<file path="src/mac_csr_pkg.sv">
// Operation
// - good: clean and legal length; error otherwise
// - frames not for us invalid, discarded; code forwards them with err set on the last word
// - IPv4 UDP PTP: write checksum as zero
// - client appends two bytes after IPv6 payload
// - fix IPv6 trailer so checksum holds
// - VLAN tags shift fields 4 or 8 octets
// - rx-only: only 0x000 to 0x3FFF present
// - tx-only: only 0x4000 to 0x7FFF present
// - host touches only present ranges; code passes any offset through, and absent ranges ack with zero data
// - decode receive sub-block byte ranges
// - decode transmit sub-block byte ranges
// - host addresses words: byte offset / 4
// - host avoids config writes during traffic
// - live registers writable during traffic
// - strip bit0 FCS, bit1 pad+FCS wins
package mac_csr_pkg;
  localparam int ADDR_W = 13;
  localparam int DATA_W = 32;
  localparam int WORD_W = 16;
  localparam int BUF_DEPTH = 2;
  localparam logic [15:0] RX_XFER_CTRL_OFS = 16'h0000;
  localparam logic [15:0] RX_XFER_STAT_OFS = 16'h0004;
  localparam logic [15:0] RX_STRIP_OFS = 16'h0100;
  localparam logic [15:0] RX_STATS_CLR_OFS = 16'h3000;
  localparam logic [15:0] TX_SPACE_BASE = 16'h4000;
  localparam logic [15:0] TX_XFER_CTRL_OFS = 16'h4000;
  localparam logic [15:0] TX_XFER_STAT_OFS = 16'h4004;
  localparam logic [15:0] TX_PAUSE_OFS = 16'h4500;
  localparam logic [15:0] TX_PFC_OFS = 16'h4600;
  localparam logic [15:0] MAC_ADDR_LO_OFS = 16'h4800;
  localparam logic [15:0] MAC_ADDR_HI_OFS = 16'h4804;
  localparam logic [15:0] PTP_CORR_OFS = 16'h6000;
  localparam logic [15:0] TX_STATS_CLR_OFS = 16'h7000;
  localparam logic [15:0] STAT_GOOD_OFS = 16'h7004;
  localparam logic [15:0] STAT_ERR_OFS = 16'h7008;
  localparam logic [15:0] STAT_INV_OFS = 16'h700C;
  localparam logic [31:0] RX_STRIP_RST = 32'h00000001;
  localparam logic [31:0] CTRL_RST = 32'h00000000;
  localparam int XFER_OFF_BIT = 0;
  localparam int STRIP_FCS_BIT = 0;
  localparam int STRIP_PAD_BIT = 1;
  // sub-block bases; a range runs to the next base
  localparam int SUB_N = 19;
  localparam int RX_SUB_N = 8;
  localparam logic [15:0] SUB_BASE [SUB_N] = '{
    16'h0000, 16'h0100, 16'h0200, 16'h0300, 16'h0400, 16'h0500, 16'h2000, 16'h3000,
    16'h4000, 16'h4100, 16'h4200, 16'h4300, 16'h4400, 16'h4480, 16'h4500, 16'h4600,
    16'h4800, 16'h6000, 16'h7000};
  localparam logic [15:0] ETH_VLAN = 16'h8100;
  localparam logic [15:0] ETH_QINQ = 16'h88A8;
  localparam logic [15:0] ETH_IPV4 = 16'h0800;
  localparam logic [15:0] ETH_IPV6 = 16'h86DD;
  localparam logic [7:0] IP_PROTO_UDP = 8'h11;
  localparam logic [15:0] PTP_EVENT_PORT = 16'h013F;
  localparam logic [15:0] PTP_GEN_PORT = 16'h0140;
  localparam logic [10:0] ETYPE_WORD = 11'h006;
  localparam logic [10:0] VLAN_SHIFT_WORDS = 11'h002;
  localparam logic [1:0] MAX_TAGS = 2'h2;
  localparam logic [10:0] IPV4_PROTO_WORD = 11'h004;
  localparam logic [10:0] IPV4_HDR_WORDS = 11'h00A;
  localparam logic [10:0] IPV6_NH_WORD = 11'h003;
  localparam logic [10:0] IPV6_HDR_WORDS = 11'h014;
  localparam logic [10:0] UDP_DPORT_WORD = 11'h001;
  localparam logic [10:0] UDP_CSUM_WORD = 11'h003;
  localparam logic [10:0] PTP_CORR_WORD = 11'h00B;
  localparam logic [10:0] DEST_LAST_WORD = 11'h002;
  localparam logic [11:0] MIN_FRAME_BYTES = 12'h040;
  localparam logic [11:0] MAX_FRAME_BYTES = 12'h5EE;

  typedef enum {VAR_FULL, VAR_RX_ONLY, VAR_TX_ONLY} variant_t;
  typedef struct packed {
    logic [WORD_W-1:0] data;
    logic sop;
    logic eop;
    logic err;
  } stream_word_t;

  function automatic logic [4:0] sub_index(input logic [15:0] ofs);
    logic [4:0] idx;
    idx = 5'h00;
    for (int i = 0; i < SUB_N; i++) begin
      if (ofs >= SUB_BASE[i]) idx = 5'(i);
    end
    return idx;
  endfunction

  function automatic logic is_live_reg(input logic [15:0] ofs);
    return ofs == RX_XFER_CTRL_OFS || ofs == TX_XFER_CTRL_OFS || ofs == TX_PAUSE_OFS ||
      ofs == RX_STATS_CLR_OFS || ofs == TX_STATS_CLR_OFS || ofs == TX_PFC_OFS ||
      ofs == PTP_CORR_OFS;
  endfunction
endpackage

</file>
<file path="src/mac_link_if.sv">
`timescale 1ns/1ps
interface mac_link_if;
  logic [mac_csr_pkg::ADDR_W-1:0] csr_addr;
  logic csr_read;
  logic csr_write;
  logic [mac_csr_pkg::DATA_W-1:0] csr_wdata;
  logic [mac_csr_pkg::DATA_W-1:0] csr_rdata;
  logic csr_ack;
  logic st_valid;
  logic st_ready;
  mac_csr_pkg::stream_word_t st_word;
  modport device (
    input csr_addr, csr_read, csr_write, csr_wdata, st_valid, st_word,
    output csr_rdata, csr_ack, st_ready
  );
  modport host (
    output csr_addr, csr_read, csr_write, csr_wdata, st_valid, st_word,
    input csr_rdata, csr_ack, st_ready
  );
endinterface

</file>
<file path="src/mac_csr_dev.sv">
`timescale 1ns/1ps
module mac_csr_dev #(
  parameter mac_csr_pkg::variant_t VARIANT = mac_csr_pkg::VAR_FULL
) (
  // clock and reset
  input wire logic clk_i,
  input wire logic resetn_i,
  // link from the host side
  mac_link_if.device link,
  // frame output towards the line
  output logic out_valid_o,
  input wire logic out_ready_i,
  output mac_csr_pkg::stream_word_t out_word_o,
  // configuration seen by the datapath
  output logic rx_path_off_o,
  output logic strip_fcs_o,
  output logic strip_pad_o
);
  logic [15:0] ofs;
  logic [4:0] sub;
  logic present;
  logic take;
  logic wr;
  logic ack_reg;
  logic [31:0] rdata_reg;
  logic [31:0] rdata_next;
  logic rx_xfer_reg;
  logic [1:0] strip_reg;
  logic tx_xfer_reg;
  logic tx_off_reg;
  logic [31:0] pause_reg;
  logic [31:0] pfc_reg;
  logic [31:0] mac_lo_reg;
  logic [15:0] mac_hi_reg;
  logic [15:0] corr_reg;
  logic [31:0] good_reg;
  logic [31:0] err_reg;
  logic [31:0] inv_reg;
  logic stats_clr;
  logic in_frame_reg;
  logic [10:0] wcnt_reg;
  logic [10:0] etype_pos_reg;
  logic [1:0] tags_reg;
  logic is4_reg;
  logic is6_reg;
  logic udp_reg;
  logic ptp_reg;
  logic match_reg;
  logic [15:0] adj_reg;
  logic [10:0] udp_pos;
  logic [15:0] dest_word;
  logic acc;
  logic buf_in_ready;
  logic buf_empty;
  logic idle;
  logic match_now;
  logic len_ok;
  logic [11:0] len_bytes;
  logic good_inc;
  logic err_inc;
  logic inv_inc;
  mac_csr_pkg::stream_word_t w;
  mac_csr_pkg::stream_word_t o;

  function automatic logic [15:0] oc_add(input logic [15:0] a, input logic [15:0] b);
    logic [16:0] s;
    s = {1'b0, a} + {1'b0, b};
    return s[15:0] + {15'h0000, s[16]};
  endfunction

  // clear and event in one cycle: the event survives
  function automatic logic [31:0] cnt_next(input logic [31:0] c, input logic clr, input logic inc);
    logic [31:0] base;
    base = clr ? 32'h00000000 : c;
    return inc ? base + 32'h00000001 : base;
  endfunction

  // register bus
  assign ofs = {1'b0, link.csr_addr, 2'b00};
  assign sub = mac_csr_pkg::sub_index(ofs);
  always_comb begin
    case (VARIANT)
      mac_csr_pkg::VAR_RX_ONLY: present = sub < 5'(mac_csr_pkg::RX_SUB_N);
      mac_csr_pkg::VAR_TX_ONLY: present = sub >= 5'(mac_csr_pkg::RX_SUB_N);
      default: present = 1'b1;
    endcase
  end
  // absent ranges still answer, so a stray access cannot hang the bus
  assign take = (link.csr_read | link.csr_write) & ~ack_reg;
  assign idle = !in_frame_reg && buf_empty;
  assign wr = take && link.csr_write && present && (idle || mac_csr_pkg::is_live_reg(ofs));
  assign stats_clr = wr && ofs == mac_csr_pkg::TX_STATS_CLR_OFS;
  assign link.csr_ack = ack_reg;
  assign link.csr_rdata = rdata_reg;

  always_comb begin
    rdata_next = 32'h00000000;
    if (present) begin
      case (ofs)
        mac_csr_pkg::RX_XFER_CTRL_OFS: rdata_next = {31'h00000000, rx_xfer_reg};
        mac_csr_pkg::RX_XFER_STAT_OFS: rdata_next = {31'h00000000, rx_xfer_reg};
        mac_csr_pkg::RX_STRIP_OFS: rdata_next = {30'h00000000, strip_reg};
        mac_csr_pkg::TX_XFER_CTRL_OFS: rdata_next = {31'h00000000, tx_xfer_reg};
        mac_csr_pkg::TX_XFER_STAT_OFS: rdata_next = {31'h00000000, tx_off_reg};
        mac_csr_pkg::TX_PAUSE_OFS: rdata_next = pause_reg;
        mac_csr_pkg::TX_PFC_OFS: rdata_next = pfc_reg;
        mac_csr_pkg::MAC_ADDR_LO_OFS: rdata_next = mac_lo_reg;
        mac_csr_pkg::MAC_ADDR_HI_OFS: rdata_next = {16'h0000, mac_hi_reg};
        mac_csr_pkg::PTP_CORR_OFS: rdata_next = {16'h0000, corr_reg};
        mac_csr_pkg::STAT_GOOD_OFS: rdata_next = good_reg;
        mac_csr_pkg::STAT_ERR_OFS: rdata_next = err_reg;
        mac_csr_pkg::STAT_INV_OFS: rdata_next = inv_reg;
        default: rdata_next = 32'h00000000;
      endcase
    end
  end

  always_ff @(posedge clk_i or negedge resetn_i) begin
    if (!resetn_i) begin
      ack_reg <= 1'b0;
      rdata_reg <= '0;
    end else begin
      ack_reg <= take;
      if (take) rdata_reg <= link.csr_read ? rdata_next : 32'h00000000;
    end
  end

  always_ff @(posedge clk_i or negedge resetn_i) begin
    if (!resetn_i) begin
      rx_xfer_reg <= mac_csr_pkg::CTRL_RST[0];
      strip_reg <= mac_csr_pkg::RX_STRIP_RST[1:0];
      tx_xfer_reg <= mac_csr_pkg::CTRL_RST[0];
      pause_reg <= mac_csr_pkg::CTRL_RST;
      pfc_reg <= mac_csr_pkg::CTRL_RST;
      mac_lo_reg <= mac_csr_pkg::CTRL_RST;
      mac_hi_reg <= mac_csr_pkg::CTRL_RST[15:0];
      corr_reg <= mac_csr_pkg::CTRL_RST[15:0];
    end else if (wr) begin
      case (ofs)
        mac_csr_pkg::RX_XFER_CTRL_OFS: rx_xfer_reg <= link.csr_wdata[mac_csr_pkg::XFER_OFF_BIT];
        mac_csr_pkg::RX_STRIP_OFS: strip_reg <= link.csr_wdata[1:0];
        mac_csr_pkg::TX_XFER_CTRL_OFS: tx_xfer_reg <= link.csr_wdata[mac_csr_pkg::XFER_OFF_BIT];
        mac_csr_pkg::TX_PAUSE_OFS: pause_reg <= link.csr_wdata;
        mac_csr_pkg::TX_PFC_OFS: pfc_reg <= link.csr_wdata;
        mac_csr_pkg::MAC_ADDR_LO_OFS: mac_lo_reg <= link.csr_wdata;
        mac_csr_pkg::MAC_ADDR_HI_OFS: mac_hi_reg <= link.csr_wdata[15:0];
        mac_csr_pkg::PTP_CORR_OFS: corr_reg <= link.csr_wdata[15:0];
        default: ;
      endcase
    end
  end

  // pad stripping implies fcs stripping
  assign rx_path_off_o = rx_xfer_reg;
  assign strip_pad_o = strip_reg[mac_csr_pkg::STRIP_PAD_BIT];
  assign strip_fcs_o = strip_reg[mac_csr_pkg::STRIP_FCS_BIT] | strip_reg[mac_csr_pkg::STRIP_PAD_BIT];

  // frame parsing
  assign w = link.st_word;
  assign link.st_ready = tx_off_reg | buf_in_ready;
  assign acc = link.st_valid & link.st_ready;
  assign udp_pos = etype_pos_reg + 11'h001 + (is4_reg ? mac_csr_pkg::IPV4_HDR_WORDS : mac_csr_pkg::IPV6_HDR_WORDS);
  always_comb begin
    case (wcnt_reg)
      11'h000: dest_word = mac_hi_reg;
      11'h001: dest_word = mac_lo_reg[31:16];
      default: dest_word = mac_lo_reg[15:0];
    endcase
  end
  assign match_now = match_reg && (wcnt_reg > mac_csr_pkg::DEST_LAST_WORD || w.data == dest_word);
  assign len_bytes = {wcnt_reg + 11'h001, 1'b0};
  assign len_ok = len_bytes >= mac_csr_pkg::MIN_FRAME_BYTES && len_bytes <= mac_csr_pkg::MAX_FRAME_BYTES;
  assign good_inc = acc && !tx_off_reg && w.eop && wcnt_reg >= mac_csr_pkg::DEST_LAST_WORD && match_now;
  assign inv_inc = acc && !tx_off_reg && w.eop && !(wcnt_reg >= mac_csr_pkg::DEST_LAST_WORD && match_now);
  assign err_inc = good_inc && (w.err || !len_ok);

  always_comb begin
    o = w;
    if (is4_reg && udp_reg && ptp_reg && wcnt_reg == udp_pos + mac_csr_pkg::UDP_CSUM_WORD) begin
      o.data = 16'h0000;
    end
    if (is6_reg && udp_reg && ptp_reg && wcnt_reg == udp_pos + mac_csr_pkg::PTP_CORR_WORD) begin
      o.data = corr_reg;
    end
    if (is6_reg && udp_reg && ptp_reg && w.eop) begin
      o.data = oc_add(w.data, adj_reg);
    end
    if (inv_inc) o.err = 1'b1;
  end

  always_ff @(posedge clk_i or negedge resetn_i) begin
    if (!resetn_i) begin
      in_frame_reg <= 1'b0;
      wcnt_reg <= '0;
      etype_pos_reg <= mac_csr_pkg::ETYPE_WORD;
      tags_reg <= '0;
      is4_reg <= 1'b0;
      is6_reg <= 1'b0;
      udp_reg <= 1'b0;
      ptp_reg <= 1'b0;
      match_reg <= 1'b1;
      adj_reg <= '0;
    end else if (acc) begin
      in_frame_reg <= !w.eop;
      match_reg <= w.eop ? 1'b1 : match_now;
      if (wcnt_reg != 11'h7FF) wcnt_reg <= wcnt_reg + 11'h001;
      if (wcnt_reg == etype_pos_reg) begin
        if ((w.data == mac_csr_pkg::ETH_VLAN || w.data == mac_csr_pkg::ETH_QINQ) && tags_reg != mac_csr_pkg::MAX_TAGS) begin
          etype_pos_reg <= etype_pos_reg + mac_csr_pkg::VLAN_SHIFT_WORDS;
          tags_reg <= tags_reg + 2'h1;
        end
        is4_reg <= w.data == mac_csr_pkg::ETH_IPV4;
        is6_reg <= w.data == mac_csr_pkg::ETH_IPV6;
      end
      if (is4_reg && wcnt_reg == etype_pos_reg + 11'h001 + mac_csr_pkg::IPV4_PROTO_WORD) begin
        udp_reg <= w.data[7:0] == mac_csr_pkg::IP_PROTO_UDP;
      end
      if (is6_reg && wcnt_reg == etype_pos_reg + 11'h001 + mac_csr_pkg::IPV6_NH_WORD) begin
        udp_reg <= w.data[15:8] == mac_csr_pkg::IP_PROTO_UDP;
      end
      if (udp_reg && wcnt_reg == udp_pos + mac_csr_pkg::UDP_DPORT_WORD) begin
        ptp_reg <= w.data == mac_csr_pkg::PTP_EVENT_PORT || w.data == mac_csr_pkg::PTP_GEN_PORT;
      end
      if (is6_reg && udp_reg && ptp_reg && wcnt_reg == udp_pos + mac_csr_pkg::PTP_CORR_WORD) begin
        adj_reg <= oc_add(w.data, ~corr_reg);
      end
      if (w.eop) begin
        wcnt_reg <= '0;
        etype_pos_reg <= mac_csr_pkg::ETYPE_WORD;
        tags_reg <= '0;
        is4_reg <= 1'b0;
        is6_reg <= 1'b0;
        udp_reg <= 1'b0;
        ptp_reg <= 1'b0;
        adj_reg <= '0;
      end
    end
  end

  // tx path enable takes effect only between frames, never cutting one; rx_path_off_o follows rx_xfer_reg at once
  always_ff @(posedge clk_i or negedge resetn_i) begin
    if (!resetn_i) begin
      tx_off_reg <= mac_csr_pkg::CTRL_RST[0];
    end else if (!in_frame_reg && !(acc && !w.eop)) begin
      tx_off_reg <= tx_xfer_reg;
    end
  end

  always_ff @(posedge clk_i or negedge resetn_i) begin
    if (!resetn_i) begin
      good_reg <= '0;
      err_reg <= '0;
      inv_reg <= '0;
    end else begin
      good_reg <= cnt_next(good_reg, stats_clr, good_inc && !err_inc);
      err_reg <= cnt_next(err_reg, stats_clr, err_inc);
      inv_reg <= cnt_next(inv_reg, stats_clr, inv_inc);
    end
  end

  stream_buf2 #(
    .WIDTH($bits(mac_csr_pkg::stream_word_t)),
    .DEPTH(mac_csr_pkg::BUF_DEPTH)
  ) out_buf (
    .clk_i(clk_i),
    .resetn_i(resetn_i),
    .in_valid_i(link.st_valid && !tx_off_reg),
    .in_ready_o(buf_in_ready),
    .in_data_i(o),
    .out_valid_o(out_valid_o),
    .out_ready_i(out_ready_i),
    .out_data_o(out_word_o)
  );
  assign buf_empty = !out_valid_o;
endmodule

</file>
<file path="src/stream_buf2.sv">
`timescale 1ns/1ps
module stream_buf2 #(
  parameter int WIDTH = $bits(mac_csr_pkg::stream_word_t),
  parameter int DEPTH = mac_csr_pkg::BUF_DEPTH
) (
  // clock and reset
  input wire logic clk_i,
  input wire logic resetn_i,
  // fill side
  input wire logic in_valid_i,
  output logic in_ready_o,
  input wire logic [WIDTH-1:0] in_data_i,
  // drain side
  output logic out_valid_o,
  input wire logic out_ready_i,
  output logic [WIDTH-1:0] out_data_o
);
  localparam int PW = (DEPTH > 1) ? $clog2(DEPTH) : 1;
  logic [WIDTH-1:0] mem [DEPTH];
  logic [PW-1:0] wp_reg;
  logic [PW-1:0] rp_reg;
  logic [PW:0] cnt_reg;
  logic push;
  logic pop;

  assign in_ready_o = cnt_reg != (PW+1)'(DEPTH);
  assign out_valid_o = cnt_reg != '0;
  assign push = in_valid_i & in_ready_o;
  assign pop = out_valid_o & out_ready_i;
  assign out_data_o = mem[rp_reg];

  always_ff @(posedge clk_i) begin
    if (push) begin
      mem[wp_reg] <= in_data_i;
    end
  end

  always_ff @(posedge clk_i or negedge resetn_i) begin
    if (!resetn_i) begin
      wp_reg <= '0;
      rp_reg <= '0;
      cnt_reg <= '0;
    end else begin
      if (push) wp_reg <= (wp_reg == PW'(DEPTH-1)) ? '0 : wp_reg + 1'b1;
      if (pop) rp_reg <= (rp_reg == PW'(DEPTH-1)) ? '0 : rp_reg + 1'b1;
      cnt_reg <= cnt_reg + (PW+1)'(push) - (PW+1)'(pop);
    end
  end
endmodule
</file>
<file path="src/flat_wrapper.sv">
// flat-port wrapper written by rule: the top's interface ports become plain ports
module mac_csr_dev_flat 
#(
  parameter mac_csr_pkg::variant_t VARIANT = mac_csr_pkg::VAR_FULL
)
  (clk_i, resetn_i, out_valid_o, out_ready_i, out_word_o, rx_path_off_o, strip_fcs_o, strip_pad_o, link_csr_addr, link_csr_read, link_csr_write, link_csr_wdata, link_st_valid, link_st_word, link_csr_rdata, link_csr_ack, link_st_ready);
  mac_link_if link_i ();
  input wire logic clk_i;
  input wire logic resetn_i;
  output logic out_valid_o;
  input wire logic out_ready_i;
  output mac_csr_pkg::stream_word_t out_word_o;
  output logic rx_path_off_o;
  output logic strip_fcs_o;
  output logic strip_pad_o;
  input wire logic [$bits(link_i.csr_addr)-1:0] link_csr_addr;
  input wire logic [$bits(link_i.csr_read)-1:0] link_csr_read;
  input wire logic [$bits(link_i.csr_write)-1:0] link_csr_write;
  input wire logic [$bits(link_i.csr_wdata)-1:0] link_csr_wdata;
  input wire logic [$bits(link_i.st_valid)-1:0] link_st_valid;
  input wire logic [$bits(link_i.st_word)-1:0] link_st_word;
  output wire logic [$bits(link_i.csr_rdata)-1:0] link_csr_rdata;
  output wire logic [$bits(link_i.csr_ack)-1:0] link_csr_ack;
  output wire logic [$bits(link_i.st_ready)-1:0] link_st_ready;
  assign link_i.csr_addr = link_csr_addr;
  assign link_i.csr_read = link_csr_read;
  assign link_i.csr_write = link_csr_write;
  assign link_i.csr_wdata = link_csr_wdata;
  assign link_i.st_valid = link_st_valid;
  assign link_i.st_word = link_st_word;
  assign link_csr_rdata = link_i.csr_rdata;
  assign link_csr_ack = link_i.csr_ack;
  assign link_st_ready = link_i.st_ready;
  mac_csr_dev #(.VARIANT(VARIANT)) u_core (.clk_i(clk_i), .resetn_i(resetn_i), .link(link_i), .out_valid_o(out_valid_o), .out_ready_i(out_ready_i), .out_word_o(out_word_o), .rx_path_off_o(rx_path_off_o), .strip_fcs_o(strip_fcs_o), .strip_pad_o(strip_pad_o));
endmodule
</file>
<file path="config.mk">
export PLATFORM = sky130hd
export DESIGN_NAME = mac_csr_dev_flat
export DESIGN_NICKNAME = d
export VERILOG_FILES = /design/src/mac_csr_pkg.sv /design/src/mac_link_if.sv /design/src/mac_csr_dev.sv /design/src/stream_buf2.sv /design/src/flat_wrapper.sv
export SDC_FILE = /design/constraint.sdc
export NUM_CORES = 1
export LEC_CHECK = 0
export CORE_UTILIZATION = 50
export DETAILED_ROUTE_END_ITERATION = 16
export DONT_BUFFER_PORTS = 1
export GPL_TIMING_DRIVEN = 0
export PLACE_DENSITY = 0.77
export SLEW_MARGIN = 20
export SYNTH_ARGS = -nofsm -noshare
export SYNTH_HDL_FRONTEND = slang
export SYNTH_SLANG_ARGS = --single-unit
</file>
<file path="constraint.sdc">
create_clock -name clk_i -period 3.9 [get_ports clk_i]
set_clock_uncertainty 0.1 [all_clocks]
set_input_delay 0.195 -clock clk_i [delete_from_list [all_inputs] [get_ports clk_i]]
set_output_delay 0.195 -clock clk_i [all_outputs]
set_load 0.1 [all_outputs]
</file>
==> results.md <==
- The clock share of power is 31.7%.
- The average instance in the mapped netlist occupies 10.0 um^2.
- The endpoint identified for the worst register-to-register timing path is u_core.out_buf.mem[0][17].
- The worst setup path is of the flop to flop kind.
- The register bank with the most flops is u_core.out_buf.mem.
- Measured against its own limit, the worst slew margin works out to 25.7%.
- The proportion of power drawn by combinational gates is 33.4%.
- After Yosys synthesis, full adders, half adders and majority gates account for 3.97% of the synthesized area.
- When the netlist entered floorplanning its net count stood at 2202.
- The number of max-slew violations in the final report is 0.
- The final critical path takes up 108% of the cycle.
- Measured in cells, the most critical reg-to-reg path has a length of 19.
- STA classifies the critical path startpoint as a flop.
- The largest net degree at the start of global routing is 312.
- In the detailed route, the total length drawn on met2 is 32500 um.
- The worst hold path class is input pin to async pin.
- IR analysis of the VDD net gives a maximum drop of 0.406 mV.
- For this design the ratio of total power to cell area is 472 mW/mm^2.
- Once routing completed, OpenROAD measured the worst setup slack at -0.312 ns.
- The minimum clock period is 4.21 ns.
- The largest driver fanout on the critical path is 3.
- The dominant combinational cell family by area after synthesis is simple AND/OR/NAND/NOR gates.
- The share of synthesized area occupied by flip-flops and latches is 43.1%.
- The TritonCTS clock tree is done.
- The number of core rows is 74.
- Setup repair after global routing could not meet its margin everywhere.
- After synthesis, the share of flip-flops with an asynchronous set or reset is 89.1%.
- After synthesis, the cell types taking the most area are dfrtp_1 37%, mux2_2 8.7%, edfxtp_1 5.5%, xor2_1 4.6%, ha_1 3.7%.
- The reported net switching power is 4.37 mW.
- For this run, design rule violations remaining after detail routing come to 0.
- The clock buffer count from CTS is 39.
- The number of register bits inferred by synthesis is 349.
- At the end of the flow the core is filled with cells to 61.5%.
- The root buffer cell is clkbuf_16.
- The reg2reg setup slack is -0.31 ns.
- The source-to-sink clock delay at the later pin of the worst-skew pair is 0.56 ns.
- The number of instances in the synthesized netlist is 2068.
- The signed area change from the synthesized netlist to the final layout is 21.1%.
- The share of total power in sequential cells is 34.9%.
- The number of port buffers is 0.
- Of the cells placed in the final design, the portion with a size suffix greater than 1 is 22.1%.
- The number of global-route vias before repair is 17900.
- The overall via count from detail_route is 18200.
- The most instantiated flip-flop cell in the synthesis netlist is dfrtp_1.
- The max-capacitance violation count is 0.
- The share of synthesized area in the top cell type comes to 37.1%.
- Global routing used 31.8% of the available tracks.
- The initial utilization of the core area, before any placement, comes to 50.7%.
- At the pin with the least slew margin, the transition time is 1.11 ns.
- The standard cell core area is 0.0408 mm^2.
- The number of antenna violations at the first check in global routing is 4.
- After Yosys synthesis, and, or, nand and nor cells account for 17.4% of the synthesized area.
- The clock-pin slew of the registers on the worst-case setup and hold paths is 0.06 ns.
- For this block, wires on met1 add up to 25500 um.
- The required arrival time at the worst endpoint is 4.08 ns.
- The wire length of the first global-routing pass is 102000 um.
- The switching power as a share of total power is 36.8%.
- The flip-flop count of the largest register after layout is 38.
- Setup violations remaining at the end of the flow were counted as 16.
- The floorplan step set the die height to 206 um.
- The total leakage power is 10.7 nW.
- In this run the cell area of the synthesized design comes to 0.0207 mm^2.
- The remaining antenna violation count after routing is 0.
- The library cell used most frequently in the layout, excluding fill and tap cells, is dfrtp_1.
- Data on the critical path arrives at its endpoint at 4.39 ns.
- The number of flops mapped to enable cells by yosys is 38.
- The top cell types in the final layout, fill and taps aside, are 296 x dfrtp_1, 174 x nand2_1, 160 x mux2_2.
- Before antenna repair, the detailed router went through 6 iterations.
- The iteration-0 DRC count of the detailed router is 1977.
- The number of sinks on the clock net is 349.
- The number of distinct library cells after synthesis is 84.
- The horizontal extent of the die is 206 um.
- After detailed routing, the average wire length per cell comes to 24.9 um.
- After detailed routing, the number of vias per cell comes to 6.52.
- The upper clock frequency limit is 0.237 GHz.
- The capturing element type of the critical path is a flop.
- Multiplexer cells account for 9.71% of the synthesized area.
- Summed over all layers, the routed wires come to 69400 um.
- The residual overflow from global routing is 0.
- In this run the count of I/O pins placed on the die edge is 127.
- The layout has 3188 filler cells.
- The synthesized netlist devotes 8.53% of its cell area to XOR and XNOR gates.
- Yosys printed 0 warnings.
- Counting along the longest clock path gives a buffer depth of 3.
- The net count of the finished layout is 2356.
- The H-tree level count is 2.
- The flow ran to the end, but the final reports show violations.
- Summing all placed instances gives a cell area of 0.0214 mm^2.
- After detailed routing, the met3 layer carries 7350 um of wire.
- The total die area is 0.0423 mm^2.
- In this run the top signal layer used is met4.
- The final hold violation count was 311.
- The placer congestion estimate is 0.966.
- After routing the design area is 0.0251 mm^2.
- The final reports fail on hold timing, setup timing.
- The worst hold slack is -0.753 ns.
- The most area-hungry cell type in the Yosys netlist is dfrtp_1.
- Cell internal power was estimated by the tool at 7.48 mW.
- The compound-gate portion of the synthesized area is 14.1%.
- In this run the critical register-to-register path is launched from u_core.adj_reg[0].
- The half-perimeter wire length after placement is 47800 um.
## power by group through the flow
stage | Combinational (mW) | Clock (mW) | Sequential, mW
6_report | 3.96 | 3.75 | 4.13
3_3_place_gp | 3.11 | 0 | 4.17
5_1_grt | 4.21 | 3.92 | 4.15
3_5_place_dp | 3.17 | 0 | 4.19
4_1_cts | 3.54 | 3.78 | 4.11
2_1_floorplan | 2.65 | 0 | 4.13
## repair_timing
item,in CTS,in global routing
cloned,2,4
hold buffers,61,1
gates resized for setup,114,151
setup endpoints to repair,142,115
endpoints found under the hold margin,494,313
buffers inserted,25,35
pin swaps,30,70
## stage by stage
step / power (mW) / TNS (ns) / setup WS, ns / cells
floorplan: 6.78 / 0 / 0.00103 / 2068
detailed placement: 7.36 / -97.29 / -1.17 / 2600
finish: 11.8 / -2.52 / -0.312 / 2788
CTS: 11.4 / -1.43 / -0.202 / 2752
global placement: 7.27 / -99.27 / -1.08 / 2600
global route: 12.3 / -8.33 / -0.377 / 2785
## area by class of cell
type / count / area (um^2) / area share [%]
clock inverter: 18 / 191 / 0.763
tap: 532 / 666 / 2.65
multi-input combinational: 1550 / 12400 / 49.2
clock buffer: 52 / 1100 / 4.40
buffer: 95 / 448 / 1.78
timing repair buffer: 126 / 1140 / 4.54
sequential: 349 / 8940 / 35.6
antenna: 5 / 12.5 / 0.0498
inverter: 61 / 234 / 0.932
## worst max path at each step
stage / endpoint / startpoint
6_report: u_core.out_buf.mem[0][17] / u_core.adj_reg[0]
5_1_grt: u_core.out_buf.mem[0][17] / u_core.adj_reg[0]
4_1_cts: u_core.out_buf.mem[1][17] / u_core.adj_reg[0]
3_5_place_dp: u_core.out_buf.mem[0][0] / u_core.wcnt_reg[1]
3_3_place_gp: u_core.out_buf.mem[0][0] / u_core.wcnt_reg[1]
2_1_floorplan: u_core.out_buf.mem[0][10] / u_core.is4_reg
## synth_stat cells (20+ instances only)
master,number
nor2_1,163
nand3_1,64
mux2i_1,21
edfxtp_1,38
a22oi_1,43
nand2b_1,22
mux2_2,160
nor4_1,30
o21ai_0,55
nor3_1,43
and2_1,25
a21oi_1,64
nand4_1,49
ha_1,61
a22o_1,57
nand2_1,177
or3_1,20
a222oi_1,25
and3_1,40
xnor2_1,85
clkbuf_1,85
dfrtp_1,307
xor2_1,109
inv_1,61
## layer usage
metal  GRT usage, %  vias up
li1               -     7935
met1           38.3     9010
met2           52.5      976
met3           8.12      252
met4           16.1        0
met5              0        -
## kinds of logic after synthesis
| family | Yosys count |
|---|---|
| AOI/OAI and AO/OA | 395 |
| xor gates and xnor gates | 197 |
| muxes | 181 |
| and+or+nand+nor | 711 |
| adders and majority gates | 64 |
| buffers and inverters | 171 |
| DFF | 349 |
## critical path: stages, from the launching register on
cell and delay (ns):
dfrtp_1 0.41, ha_4 0.18, fa_2 0.34, a21o_1 0.20, a211oi_2 0.33, o21ai_2 0.12, a221oi_2 0.29, o21bai_2 0.12
a21oi_2 0.17, o21bai_1 0.09, a21o_1 0.22, ha_4 0.17, ha_4 0.15, and3_4 0.14, and2_4 0.16, nand4b_1 0.22
nor3_4 0.10, nand2_1 0.11, xor2_1 0.20, a21oi_2 0.09
(Power assumes the default switching activity.)
